<file path="src/rtl/t16cc_pkg.sv">
// Purpose: shared constants and types of the dual 16-bit timer register block
// Assumes: 8-bit register port, one timer clock tick input per timer
// Notes: address = {timer select, register offset}
package t16cc_pkg;

  localparam int NTMR = 2;
  localparam int NCH = 3;

  // ----------------------------------------
  // register offsets inside one timer
  // ----------------------------------------
  localparam logic [3:0] OFF_CNT_L = 4'h0;
  localparam logic [3:0] OFF_CNT_H = 4'h1;
  localparam logic [3:0] OFF_CMP_BASE = 4'h2;
  localparam logic [3:0] OFF_CAP_L = 4'h8;
  localparam logic [3:0] OFF_CAP_H = 4'h9;
  localparam logic [3:0] OFF_MASK = 4'hA;
  localparam logic [3:0] OFF_FLAG = 4'hB;
  localparam logic [3:0] OFF_CTRL_C = 4'hC;

  // ----------------------------------------
  // field positions and reset values
  // ----------------------------------------
  localparam int BIT_OVF = 0;
  localparam int BIT_CMP_A = 1;
  localparam int BIT_CAP = 5;
  localparam int BIT_FORCE_A = 7;
  localparam logic [7:0] IRQ_BITS = 8'h2F;
  localparam logic [7:0] FORCE_BITS_T1 = 8'hE0;
  localparam logic [7:0] FORCE_BITS_T3 = 8'h80;
  localparam logic [7:0] REG_RESET = 8'h00;
  localparam logic [15:0] CNT_MAX = 16'hFFFF;
  localparam logic [15:0] CNT_ZERO = 16'h0000;
  localparam logic [15:0] TOP_8BIT = 16'h00FF;
  localparam logic [15:0] TOP_9BIT = 16'h01FF;
  localparam logic [15:0] TOP_10BIT = 16'h03FF;

  localparam logic [1:0] COM_TOGGLE = 2'h1;
  localparam logic [1:0] COM_CLEAR = 2'h2;
  localparam logic [1:0] COM_SET = 2'h3;

  typedef enum logic [3:0] {
    WGM_NORMAL = 4'b0000, WGM_PC8 = 4'b0001, WGM_PC9 = 4'b0010, WGM_PC10 = 4'b0011,
    WGM_CTC_CMP = 4'b0100, WGM_FP8 = 4'b0101, WGM_FP9 = 4'b0110, WGM_FP10 = 4'b0111,
    WGM_PFC_CAP = 4'b1000, WGM_PFC_CMP = 4'b1001, WGM_PC_CAP = 4'b1010,
    WGM_PC_CMP = 4'b1011, WGM_CTC_CAP = 4'b1100, WGM_RSVD = 4'b1101,
    WGM_FP_CAP = 4'b1110, WGM_FP_CMP = 4'b1111
  } t16cc_wgm_type;

  typedef struct packed {
    logic tmr_sel;
    logic [3:0] offset;
    logic wr;
    logic rd;
    logic [7:0] wdata;
  } t16cc_bus_req_type;

endpackage : t16cc_pkg

</file>
<file path="src/rtl/t16cc_regs.sv">
// Purpose: counter, compare, capture, mask and flag registers of timers one and three
// Assumes: timer_tick pulses come from the prescaler; inputs synchronous to clk_sys
// Notes: index 0 is timer one, index 1 is timer three
`timescale 1ns/1ps

module t16cc_regs
  import t16cc_pkg::*;
(
  input wire logic clk_sys,
  input wire logic reset_n,
  input wire t16cc_bus_req_type bus_req,
  output logic [7:0] bus_rdata,
  input wire logic [NTMR-1:0] timer_tick,
  input wire logic [NTMR-1:0][3:0] waveform_mode_sel,
  input wire logic [NTMR-1:0][NCH-1:0][1:0] compare_output_mode,
  input wire logic [NTMR-1:0] capture_input_pin,
  input wire logic [NTMR-1:0] capture_rising_edge,
  input wire logic analog_comp_out,
  input wire logic analog_comp_capture_sel,
  input wire logic global_irq_enable,
  input wire logic [NTMR-1:0][7:0] irq_vector_ack,
  output logic [NTMR-1:0][NCH-1:0] compare_out,
  output logic [NTMR-1:0][7:0] irq_request
);

  // ----------------------------------------
  // helpers
  // ----------------------------------------
  function automatic logic mode_is_pwm(input logic [3:0] m);
    return !(m == WGM_NORMAL || m == WGM_CTC_CMP || m == WGM_CTC_CAP);
  endfunction : mode_is_pwm

  function automatic logic mode_cap_top(input logic [3:0] m);
    return m == WGM_PFC_CAP || m == WGM_PC_CAP || m == WGM_CTC_CAP || m == WGM_FP_CAP;
  endfunction : mode_cap_top

  function automatic logic mode_cmp_top(input logic [3:0] m);
    return m == WGM_CTC_CMP || m == WGM_PFC_CMP || m == WGM_PC_CMP || m == WGM_FP_CMP;
  endfunction : mode_cmp_top

  function automatic logic apply_com(input logic cur, input logic [1:0] com);
    case (com)
      COM_TOGGLE: return !cur;
      COM_CLEAR: return 1'b0;
      COM_SET: return 1'b1;
      default: return cur;
    endcase
  endfunction : apply_com

  function automatic logic is_cmp_offset(input logic [3:0] off);
    return off >= OFF_CMP_BASE && off < OFF_CAP_L;
  endfunction : is_cmp_offset

  // both bytes of one compare register map to the same channel
  function automatic logic [1:0] cmp_channel(input logic [3:0] off);
    return 2'((off - OFF_CMP_BASE) >> 1);
  endfunction : cmp_channel

  function automatic logic [7:0] pick_byte(input logic [15:0] v, input logic hi);
    return hi ? v[15:8] : v[7:0];
  endfunction : pick_byte

  // ----------------------------------------
  // state
  // ----------------------------------------
  logic [NTMR-1:0][15:0] counter_value;
  logic [NTMR-1:0][NCH-1:0][15:0] compare_value;
  logic [NTMR-1:0][15:0] capture_value;
  logic [NTMR-1:0][7:0] irq_mask_reg;
  logic [NTMR-1:0][7:0] irq_flag_reg;
  logic [7:0] high_latch;
  logic [NTMR-1:0] match_block;
  logic [NTMR-1:0][NCH-1:0] match_hit;
  logic [NTMR-1:0] capture_prev;

  logic [NTMR-1:0][15:0] top_value;
  logic [NTMR-1:0] at_top;
  logic [NTMR-1:0] cnt_write;
  logic [NTMR-1:0] ctrl_c_write;
  logic [NTMR-1:0] capture_event;
  logic [NTMR-1:0] overflow_event;
  logic [NTMR-1:0][7:0] next_flag_set;
  logic [NTMR-1:0][7:0] next_flag_clear;
  logic [NTMR-1:0] capture_src;

  // ----------------------------------------
  // decode and events
  // ----------------------------------------
  always_comb begin
    for (int t = 0; t < NTMR; t++) begin
      if (mode_cap_top(waveform_mode_sel[t])) begin
        top_value[t] = capture_value[t];
      end else if (mode_cmp_top(waveform_mode_sel[t])) begin
        top_value[t] = compare_value[t][0];
      end else if (waveform_mode_sel[t][1:0] == 2'b01) begin
        top_value[t] = TOP_8BIT;
      end else if (waveform_mode_sel[t][1:0] == 2'b10) begin
        top_value[t] = TOP_9BIT;
      end else if (waveform_mode_sel[t][1:0] == 2'b11) begin
        top_value[t] = TOP_10BIT;
      end else begin
        top_value[t] = CNT_MAX;
      end
      at_top[t] = counter_value[t] == top_value[t];
      cnt_write[t] = bus_req.wr && bus_req.tmr_sel == t[0] && bus_req.offset == OFF_CNT_L;
      ctrl_c_write[t] = bus_req.wr && bus_req.tmr_sel == t[0] && bus_req.offset == OFF_CTRL_C;
      // timer one may capture from the analog comparator instead of its pin
      capture_src[t] = (t == 0 && analog_comp_capture_sel) ? analog_comp_out
                                                           : capture_input_pin[t];
      capture_event[t] = (capture_rising_edge[t] ? (capture_src[t] && !capture_prev[t])
                                                 : (!capture_src[t] && capture_prev[t]))
                         && !mode_cap_top(waveform_mode_sel[t]);
      // non-PWM modes flag at MAX; PWM modes flag where the counter wraps to bottom
      overflow_event[t] = timer_tick[t] && (mode_is_pwm(waveform_mode_sel[t])
                          ? at_top[t] : counter_value[t] == CNT_MAX);
      next_flag_set[t] = REG_RESET;
      next_flag_set[t][BIT_OVF] = overflow_event[t];
      for (int c = 0; c < NCH; c++) begin
        next_flag_set[t][BIT_CMP_A + c] = match_hit[t][c];
      end
      next_flag_set[t][BIT_CAP] = capture_event[t] ||
        (mode_cap_top(waveform_mode_sel[t]) && timer_tick[t] && at_top[t]);
      next_flag_clear[t] = irq_vector_ack[t];
      if (bus_req.wr && bus_req.tmr_sel == t[0] && bus_req.offset == OFF_FLAG) begin
        next_flag_clear[t] = next_flag_clear[t] | bus_req.wdata;
      end
    end
  end

  // ----------------------------------------
  // counter and compare match
  // ----------------------------------------
  always_ff @(posedge clk_sys) begin
    for (int t = 0; t < NTMR; t++) begin
      if (!reset_n) begin
        counter_value[t] <= CNT_ZERO;
      end else if (cnt_write[t]) begin
        counter_value[t] <= {high_latch, bus_req.wdata};
      end else if (timer_tick[t]) begin
        counter_value[t] <= at_top[t] ? CNT_ZERO : counter_value[t] + 16'h0001;
      end
    end
  end

  // the block lasts until the first tick after the write, whenever that comes
  always_ff @(posedge clk_sys) begin
    for (int t = 0; t < NTMR; t++) begin
      if (!reset_n) begin
        match_block[t] <= 1'b0;
      end else if (cnt_write[t]) begin
        match_block[t] <= 1'b1;
      end else if (timer_tick[t]) begin
        match_block[t] <= 1'b0;
      end
    end
  end

  always_ff @(posedge clk_sys) begin
    for (int t = 0; t < NTMR; t++) begin
      for (int c = 0; c < NCH; c++) begin
        if (!reset_n) begin
          match_hit[t][c] <= 1'b0;
        end else begin
          match_hit[t][c] <= timer_tick[t] && !match_block[t] && !cnt_write[t]
                             && counter_value[t] == compare_value[t][c];
        end
      end
    end
  end

  // ----------------------------------------
  // compare outputs
  // ----------------------------------------
  always_ff @(posedge clk_sys) begin
    for (int t = 0; t < NTMR; t++) begin
      for (int c = 0; c < NCH; c++) begin
        if (!reset_n) begin
          compare_out[t][c] <= 1'b0;
        end else if (match_hit[t][c]) begin
          compare_out[t][c] <= apply_com(compare_out[t][c], compare_output_mode[t][c]);
        end else if (ctrl_c_write[t] && !mode_is_pwm(waveform_mode_sel[t])
                     && bus_req.wdata[BIT_FORCE_A - c]
                     && (t == 0 ? FORCE_BITS_T1[BIT_FORCE_A - c]
                                : FORCE_BITS_T3[BIT_FORCE_A - c])) begin
          // strobe only: no flag, no counter clear, current mode bits decide
          compare_out[t][c] <= apply_com(compare_out[t][c], compare_output_mode[t][c]);
        end
      end
    end
  end

  // ----------------------------------------
  // compare and capture registers
  // ----------------------------------------
  always_ff @(posedge clk_sys) begin
    for (int t = 0; t < NTMR; t++) begin
      for (int c = 0; c < NCH; c++) begin
        if (!reset_n) begin
          compare_value[t][c] <= CNT_ZERO;
        end else if (bus_req.wr && bus_req.tmr_sel == t[0]
                     && bus_req.offset == OFF_CMP_BASE + 4'(2 * c)) begin
          compare_value[t][c] <= {high_latch, bus_req.wdata};
        end
      end
    end
  end

  always_ff @(posedge clk_sys) begin
    for (int t = 0; t < NTMR; t++) begin
      if (!reset_n) begin
        capture_value[t] <= CNT_ZERO;
        // follow the pin during reset so a pin idling high gives no false edge
        capture_prev[t] <= capture_src[t];
      end else begin
        capture_prev[t] <= capture_src[t];
        if (capture_event[t]) begin
          capture_value[t] <= counter_value[t];
        end else if (bus_req.wr && bus_req.tmr_sel == t[0] && bus_req.offset == OFF_CAP_L) begin
          capture_value[t] <= {high_latch, bus_req.wdata};
        end
      end
    end
  end

  // ----------------------------------------
  // mask, flags and requests
  // ----------------------------------------
  always_ff @(posedge clk_sys) begin
    for (int t = 0; t < NTMR; t++) begin
      if (!reset_n) begin
        irq_mask_reg[t] <= REG_RESET;
      end else if (bus_req.wr && bus_req.tmr_sel == t[0] && bus_req.offset == OFF_MASK) begin
        irq_mask_reg[t] <= bus_req.wdata & IRQ_BITS;
      end
    end
  end

  always_ff @(posedge clk_sys) begin
    for (int t = 0; t < NTMR; t++) begin
      if (!reset_n) begin
        irq_flag_reg[t] <= REG_RESET;
      end else begin
        // set is applied after clear so a same-cycle event survives
        irq_flag_reg[t] <= ((irq_flag_reg[t] & ~next_flag_clear[t]) | next_flag_set[t])
                           & IRQ_BITS;
      end
    end
  end

  always_ff @(posedge clk_sys) begin
    for (int t = 0; t < NTMR; t++) begin
      if (!reset_n) begin
        irq_request[t] <= REG_RESET;
      end else begin
        irq_request[t] <= irq_flag_reg[t] & irq_mask_reg[t] & {8{global_irq_enable}};
      end
    end
  end

  // ----------------------------------------
  // shared high byte latch and read data
  // ----------------------------------------
  always_ff @(posedge clk_sys) begin
    if (!reset_n) begin
      high_latch <= REG_RESET;
    end else if (bus_req.wr && bus_req.offset < OFF_MASK && bus_req.offset[0]) begin
      high_latch <= bus_req.wdata;
    end else if (bus_req.rd && bus_req.offset == OFF_CNT_L) begin
      high_latch <= counter_value[bus_req.tmr_sel][15:8];
    end else if (bus_req.rd && bus_req.offset == OFF_CAP_L) begin
      high_latch <= capture_value[bus_req.tmr_sel][15:8];
    end
  end

  always_ff @(posedge clk_sys) begin
    if (!reset_n) begin
      bus_rdata <= REG_RESET;
    end else if (bus_req.rd) begin
      case (bus_req.offset)
        OFF_CNT_L: bus_rdata <= counter_value[bus_req.tmr_sel][7:0];
        OFF_CAP_L: bus_rdata <= capture_value[bus_req.tmr_sel][7:0];
        OFF_CNT_H, OFF_CAP_H: bus_rdata <= high_latch;
        OFF_MASK: bus_rdata <= irq_mask_reg[bus_req.tmr_sel];
        OFF_FLAG: bus_rdata <= irq_flag_reg[bus_req.tmr_sel];
        OFF_CTRL_C: bus_rdata <= REG_RESET;
        // compare bytes are read directly, without the shared latch
        default: begin
          if (is_cmp_offset(bus_req.offset)) begin
            bus_rdata <= pick_byte(compare_value[bus_req.tmr_sel][cmp_channel(bus_req.offset)],
                                   bus_req.offset[0]);
          end else begin
            bus_rdata <= REG_RESET;
          end
        end
      endcase
    end
  end

endmodule : t16cc_regs
</file>
<file path="config.mk">
export PLATFORM = sky130hd
export DESIGN_NAME = t16cc_regs
export DESIGN_NICKNAME = d
export VERILOG_FILES = /design/src/rtl/t16cc_pkg.sv /design/src/rtl/t16cc_regs.sv
export SDC_FILE = /design/constraint.sdc
export NUM_CORES = 1
export LEC_CHECK = 0
export ABC_AREA = 1
export BUFFER_PORTS_ARGS = -buffer_cell sky130_fd_sc_hd__buf_2
export CAP_MARGIN = 20
export CORE_MARGIN = 10
export CORE_UTILIZATION = 39
export DETAILED_ROUTE_END_ITERATION = 8
export PLACE_DENSITY_LB_ADDON = 0.05
export SLEW_MARGIN = 15
export SYNTH_ARGS = -nofsm -noshare
export SYNTH_HDL_FRONTEND = slang
export SYNTH_SLANG_ARGS = --single-unit
</file>
<file path="constraint.sdc">
create_clock -name clk_sys -period 2.4 [get_ports clk_sys]
set_clock_uncertainty 0.2 [all_clocks]
set_input_delay 0.48 -clock clk_sys [delete_from_list [all_inputs] [get_ports clk_sys]]
set_output_delay 0.48 -clock clk_sys [all_outputs]
set_load 0.05 [all_outputs]
</file>
# ---- Yosys cells after proc, flatten, opt, wreduce, memory -nomap -nowiden
# Cells that the tools add are included.
# Widths: inputs -> output; s select.
dict set report word_totals {
  reg_bits 228
  in_bits 62
  elab_cells 274
}
dict set report op_classes {
  add_sub_neg 3
  n_lt_le_gt_ge 5
  eq_ne 59
  mux 63
  bitwise 13
  reduce_logical 102
}
# operator count
set op_table {}
lappend op_table {{$mux 16} 25}
lappend op_table {{$eq 16x16->1} 8}
lappend op_table {{$mux 48} 2}
lappend op_table {{$eq 4x4->1 const B} 19}
lappend op_table {{$mux 8} 7}
lappend op_table {{$logic_and 1x1->1} 51}
lappend op_table {{$pmux 8 s6} 1}
lappend op_table {{$add 16x1->16 const B} 2}
lappend op_table {{$bmux 16 s2} 1}
lappend op_table {{$eq 16x16->1 const B} 2}
lappend op_table {{$eq 2x2->1 const B} 16}
lappend op_table {{$and 6x6->6} 4}
lappend op_table {{$mux 6} 4}
lappend op_table {{$or 6x6->6} 4}
lappend op_table {{$logic_or 1x1->1} 18}
lappend op_table {{$pmux 1 s3} 6}
lappend op_table {{$mux 1} 17}
lappend op_table {{$and 8x8->8} 2}
lappend op_table {{$eq 2x1->1 const B} 8}
lappend op_table {{$eq 4x3->1 const B} 4}
lappend op_table {{$logic_not 1->1} 16}
lappend op_table {{$reduce_bool 2->1} 8}
lappend op_table {{$logic_not 4->1} 3}
lappend op_table {{$not 6->6} 2}
lappend op_table {{other kinds (11)} 15}

# ---- Logic depth before layout (Yosys ltp)
dict set report logic_depth {
  ltp_word 10
  depth_mapped 19
  mapped_depth_nobuf 18
}

# ---- Worst setup path after synthesis
# OpenSTA, ideal clock, no wires.
dict set report synth_timing {
  path_kind {in2reg}
  start {in waveform_mode_sel[0] (netlist name)}
  end {reg counter_value[14] (netlist name)}
  arrival_time_ns 2.090
  required_ns 2.059
  slack_ns -0.031
  stages 16
  cell_sequence {inv_1 -> ha_1 -> nor2_2 -> nor2_4 -> inv_2 -> buf_2 -> nand3_1 -> nand2_1 -> nand2_1 -> nand2_1 -> nand3_1 -> nor2_4 -> nand2_4 -> buf_8 -> nand3_2 -> a21oi_2}
}
dict set report synth_via {
  elab_chain_len 10
}
# element line_no
set synth_lines {}
lappend synth_lines {{start, declared} t16cc_regs.sv:14} ;# input wire logic [NTMR-1:0][3:0] waveform_mode_sel,
lappend synth_lines {{$eq 2x2->1, or another cell as far along} t16cc_regs.sv:99} ;# end else if (waveform_mode_sel[t][1:0] == 2'b11) begin
lappend synth_lines {{$mux 16 / $logic_or 1x1->1 (equally long branches)} {t16cc_regs.sv:99, t16cc_regs.sv:38}}
lappend synth_lines {{$mux 16 / $logic_or 1x1->1 (equally long branches)} {t16cc_regs.sv:97, t16cc_regs.sv:38}}
lappend synth_lines {{$mux 16 / $logic_or 1x1->1 (equally long branches)} {t16cc_regs.sv:95, t16cc_regs.sv:38}}
lappend synth_lines {{$mux 16} t16cc_regs.sv:93} ;# end else if (mode_cmp_top(waveform_mode_sel[t])) begin
lappend synth_lines {{$mux 16 *} t16cc_regs.sv:91} ;# if (mode_cap_top(waveform_mode_sel[t])) begin
lappend synth_lines {{$eq 16x16->1 *} t16cc_regs.sv:104} ;# at_top[t] = counter_value[t] == top_value[t];
lappend synth_lines {{$mux 16 *} t16cc_regs.sv:140} ;# counter_value[t] <= at_top[t] ? CNT_ZERO : counter_value[t] + 16'h0001;
lappend synth_lines {{$mux 16 *} t16cc_regs.sv:139} ;# end else if (timer_tick[t]) begin
lappend synth_lines {{$mux 16 *} t16cc_regs.sv:137} ;# end else if (cnt_write[t]) begin
lappend synth_lines {{end signal, assigned by index} t16cc_regs.sv:138} ;# counter_value[t] <= {high_latch, bus_req.wdata};
lappend synth_lines {{end signal, assigned by index} t16cc_regs.sv:140}
lappend synth_lines {{end, declared} t16cc_regs.sv:66} ;# logic [NTMR-1:0][15:0] counter_value;
# Every way passes the cells marked *; elsewhere a longest branch is shown, timed or not. The select of a mux whose other input is x is not followed.
# A chain may end at the register's enable or synchronous reset.

# ---- Worst setup path in the final report
dict set report layout_timing {
  start {in waveform_mode_sel[5] (netlist name)}
  end {reg counter_value[19] (netlist name)}
}
dict set report layout_via {
  elab_chain_len 10
}
# element line_no
set layout_lines {}
lappend layout_lines {{$eq 2x2->1, or another cell as far along} t16cc_regs.sv:99}
lappend layout_lines {{$mux 16 / $logic_or 1x1->1 (equally long branches)} {t16cc_regs.sv:99, t16cc_regs.sv:38}}
lappend layout_lines {{$mux 16 / $logic_or 1x1->1 (equally long branches)} {t16cc_regs.sv:97, t16cc_regs.sv:38}}
lappend layout_lines {{$mux 16 / $logic_or 1x1->1 (equally long branches)} {t16cc_regs.sv:95, t16cc_regs.sv:38}}
lappend layout_lines {{$mux 16} t16cc_regs.sv:93}
lappend layout_lines {{$mux 16 *} t16cc_regs.sv:91}
lappend layout_lines {{$eq 16x16->1 *} t16cc_regs.sv:104}
lappend layout_lines {{$mux 16 *} t16cc_regs.sv:140}
lappend layout_lines {{$mux 16 *} t16cc_regs.sv:139}
lappend layout_lines {{$mux 16 *} t16cc_regs.sv:137}
# Marked as above.

==> reports/qor.tcl <==
set qor(drc_errors) 0
set qor(yosys_register_bits) 222
set qor(cts_buffers) 29
set qor(unrepaired_setup_endpoints_after_global_routing) {yes}
set qor(grtUsageTotal_pct) 29.5
set qor(timing.critical_path.from) {waveform_mode_sel[5]}
set qor(power.share.combinational_pct) 18.2
set qor(register_with_the_most_flip_flops) {compare_value}
set qor(antenna-diode-count) 0
set qor(grt_pass1_wl_um) 97700
set qor(placed_area_mm2) 0.0162
set qor(cellPowerDensity_mw_per_mm2) 584
set qor(fin_tns_setup_ns) 0
set qor(synth.area.top_cells) {sky130_fd_sc_hd__dfxtp_1 (32%), sky130_fd_sc_hd__nand2_1 (9.9%), sky130_fd_sc_hd__o21ai_0 (8.8%), sky130_fd_sc_hd__a21oi_1 (7.9%), sky130_fd_sc_hd__inv_1 (7.6%)}
set qor(synth_warnings) 0
set qor(synth_top_area_share_pct) 31.7
set qor(proportion_of_synthesized_chip_area_in_sequential_cells_pct) 31.7
set qor(netlist_top_cells_count) {sky130_fd_sc_hd__nand2_1 (371), sky130_fd_sc_hd__inv_1 (282), sky130_fd_sc_hd__o21ai_0 (246), sky130_fd_sc_hd__dfxtp_1 (222), sky130_fd_sc_hd__a21oi_1 (220)}
set qor(die_y_um) 210
set qor(antenna_found_initial) 3
set qor(synth-async-reset-ratio_pct) 0
set qor(cellLeakagePower_nw) 7.39
set qor(setup_viol_count_final) 0
set qor(reg2reg_from) {match_block[0]$_SDFFE_PN0P_}
set qor(fmax_ghz) 0.441
set qor(htreeDepth) 1
set qor(place_inst) 2749
set qor(hold_class) {in2reg}
set qor(final_net_count) 2411
set qor(insertion_delay_ns) 0.57
set qor(post_synth_instance_area_mm2) 0.0140
set qor(cts_tree) {yes}
set qor(start_util_pct) 39.5
set qor(via_count) 16100
set qor(slew_headroom_pct) 29.6
set qor(detail_route.iter0.violations) 1941
set qor(p_sw_share_pct) 30.8
set qor(grt_start_max_net_pins) 80
set qor(final-instance-count-excl-fill) 2819
set qor(min_from) {compare_output_mode[2]}
set qor(power.switching_mw) 3.14
set qor(sequential_group_share_of_total_power_pct) 38.0
set qor(p_clk_share_pct) 43.8
set qor(largest_register_ff_count) 96
set qor(worst_setup_path_category) {in2reg}
set qor(reg2reg_setup_slack_ns) 0.15
set qor(max_cap_violations) 0
set qor(syn-mean-instance-area_um2) 6.59
set qor(clock_path_buffers) 3
set qor(critical_path_arrival_ns) 2.50
set qor(reg_top3) {compare_value (96), capture_value (32), counter_value (32)}
set qor(fp.dieW_um) 210
set qor(primary_ff_master_synth) {sky130_fd_sc_hd__dfxtp_1}
set qor(final.min_clock_period_ns) 2.27
set qor(yosys.cell_types.count) 50
set qor(dp.final_hpwl_um) 52300
set qor(worstPathRequired_ns) 2.63
set qor(vdd.ir_drop.worst_uv) 541
set qor(dieArea_mm2) 0.0439
set qor(drt-vias-per-instance) 5.72
set qor(synth_enable_flop_cells) 0
set qor(clock_sinks) 222
set qor(power_report.internal_total_mw) 7.05
set qor(globalplace.congestion) 1.00
set qor(floorplan.core_area_mm2) 0.0355
set qor(detail_route.wl_per_cell_um) 24.2
set qor(gr-total-overflow) 0
set qor(netlist_instances) 2125
set qor(critical_path_peak_fanout) 8
set qor(netlist.top_cell.by_area) {sky130_fd_sc_hd__dfxtp_1}
set qor(final_max_slew_viol_count) 0
set qor(antenna_violating_nets_post_route) 0
set qor(cts-root-buf) {sky130_fd_sc_hd__clkbuf_16}
set qor(run_status) {complete, no violations}
set qor(end_kind) {register}
set qor(area_overhead_vs_synth_pct) 24.5
set qor(rows) 69
set qor(count_leader_synth) {sky130_fd_sc_hd__nand2_1}
set qor(io_buffer_count) 79
set qor(grt_pass1_vias) 14700
set qor(clk_pin_slew_ns) 0.06
set qor(post_route_cells_drive_above_1_share_pct) 19.7
set qor(slew_at_the_pin_closest_to_its_max_slew_limit_ns) 1.05
set qor(drtPass1Iterations) 5
set qor(post-route-cell-area_mm2) 0.0174
set qor(final_hold_viol_count) 0
set qor(worst_setup_path_start_kind) {input pin}
set qor(io_pins) 92
set qor(final.period_utilization_pct) 94.6
set qor(detail_route.wirelength_um) 68300
worst max-delay path: stages:
cell                      delay [ns]
sky130_fd_sc_hd__buf_2          0.11
sky130_fd_sc_hd__inv_2          0.05
sky130_fd_sc_hd__ha_1           0.21
sky130_fd_sc_hd__inv_2          0.07
sky130_fd_sc_hd__nand2_1        0.07
sky130_fd_sc_hd__nand2_4        0.16
sky130_fd_sc_hd__nand2_8        0.11
sky130_fd_sc_hd__buf_4          0.15
sky130_fd_sc_hd__nand2_1        0.05
sky130_fd_sc_hd__nand3_1        0.08
sky130_fd_sc_hd__nand2_1        0.08
sky130_fd_sc_hd__nand2_1        0.05
sky130_fd_sc_hd__nand2_1        0.10
sky130_fd_sc_hd__nand3_1        0.10
sky130_fd_sc_hd__nor2_2         0.25
sky130_fd_sc_hd__nand2_4        0.20
sky130_fd_sc_hd__nand3_1        0.11
sky130_fd_sc_hd__a21oi_1        0.06
routing by layer:
| layer | GRT usage, % | wire length [um] |
|---|---|---|
| met1 | 40.1 | 29400 |
| met2 | 43.4 | 28800 |
| met3 | 8.34 | 7510 |
| met4 | 10.5 | 2560 |
| met5 | 0 | 36 |
timing repair:
action,CTS,global route
endpoints found under the hold margin,7,0
buffers inserted,0,6
endpoints found under the setup margin,0,34
hold buffers,9,0
resized for setup,0,21
power groups by stage:
stage,logic [mW],clock network (mW),registers [mW]
6_report,1.86,4.46,3.87
5_1_grt,2.00,4.63,3.88
4_1_cts,1.78,4.49,3.87
3_5_place_dp,1.76,0,3.95
3_3_place_gp,1.75,0,3.95
2_1_floorplan,0.980,0,3.96
area by class of cell:
| cell class | count | area, um2 |
|---|---|---|
| clock inverter | 10 | 86.3 |
| multi-input combinational | 1462 | 7870 |
| sequential | 222 | 4440 |
| clock buffer | 43 | 878 |
| tap | 461 | 577 |
| fill | 3701 | 18000 |
| inverter | 304 | 1140 |
| timing repair buffer | 317 | 2440 |
per-stage QoR:
| stage | utilization (%) | total power, mW | hold WS, ns | setup slack, ns |
|---|---|---|---|---|
| floorplan | - | 4.94 | 0.217 | 0.000557 |
| global placement | 45.8 | 5.70 | 0.230 | -0.404 |
| detailed placement | 45.8 | 5.71 | 0.232 | -0.456 |
| CTS | 48.7 | 10.1 | 0.000539 | 0.129 |
| global route | 49.2 | 10.5 | 0.0413 | -0.0273 |
| finish | 49.2 | 10.2 | 0.0164 | 0.130 |
layout by cell type, fill, tap and decap left out, types with 8 or more instances in the layout:
master,instances
sky130_fd_sc_hd__a21oi_2,20
sky130_fd_sc_hd__nor4_1,17
sky130_fd_sc_hd__clkbuf_16,29
sky130_fd_sc_hd__a211oi_1,13
sky130_fd_sc_hd__a31oi_1,15
sky130_fd_sc_hd__nor2_1,91
sky130_fd_sc_hd__o221ai_1,12
sky130_fd_sc_hd__nand3_1,143
sky130_fd_sc_hd__nand4_1,8
sky130_fd_sc_hd__clkbuf_8,10
sky130_fd_sc_hd__nor3_1,18
sky130_fd_sc_hd__inv_1,279
sky130_fd_sc_hd__o21ai_0,246
sky130_fd_sc_hd__xor2_1,35
sky130_fd_sc_hd__clkinv_1,12
sky130_fd_sc_hd__nor2_2,10
sky130_fd_sc_hd__dlygate4sd3_1,9
sky130_fd_sc_hd__ha_1,12
sky130_fd_sc_hd__nor2_4,8
sky130_fd_sc_hd__buf_4,211
sky130_fd_sc_hd__nand2_1,370
sky130_fd_sc_hd__o21ai_1,8
sky130_fd_sc_hd__dfxtp_1,222
sky130_fd_sc_hd__o22ai_1,89
sky130_fd_sc_hd__buf_2,78
sky130_fd_sc_hd__o211ai_1,23
sky130_fd_sc_hd__buf_12,19
sky130_fd_sc_hd__nand3_2,32
sky130_fd_sc_hd__a21oi_1,220
sky130_fd_sc_hd__a221oi_1,15
sky130_fd_sc_hd__inv_2,11
cell families after synthesis:
group           Yosys count  synth area share, %
simple gates            723                 24.1
compound gates          679                 27.6
buf+inv                 448                 13.0
flops                   222                 31.7
xor+xnor                 39                 2.44
fa+ha+maj                13                 1.16
other cells               1               0.0268
worst paths after layout:
path | cells past startpoint | to
worst min register to register | 2 | irq_request[13]$_SDFF_PN0_
worst max-delay path | 18 | counter_value[19]$_SDFFE_PN0P_
worst min-delay path | 3 | compare_out[1]$_SDFFE_PN0P_
worst max register to register | 4 | match_hit[2]$_SDFF_PN0_
Note: power is estimated with default switching activity, not from simulation.
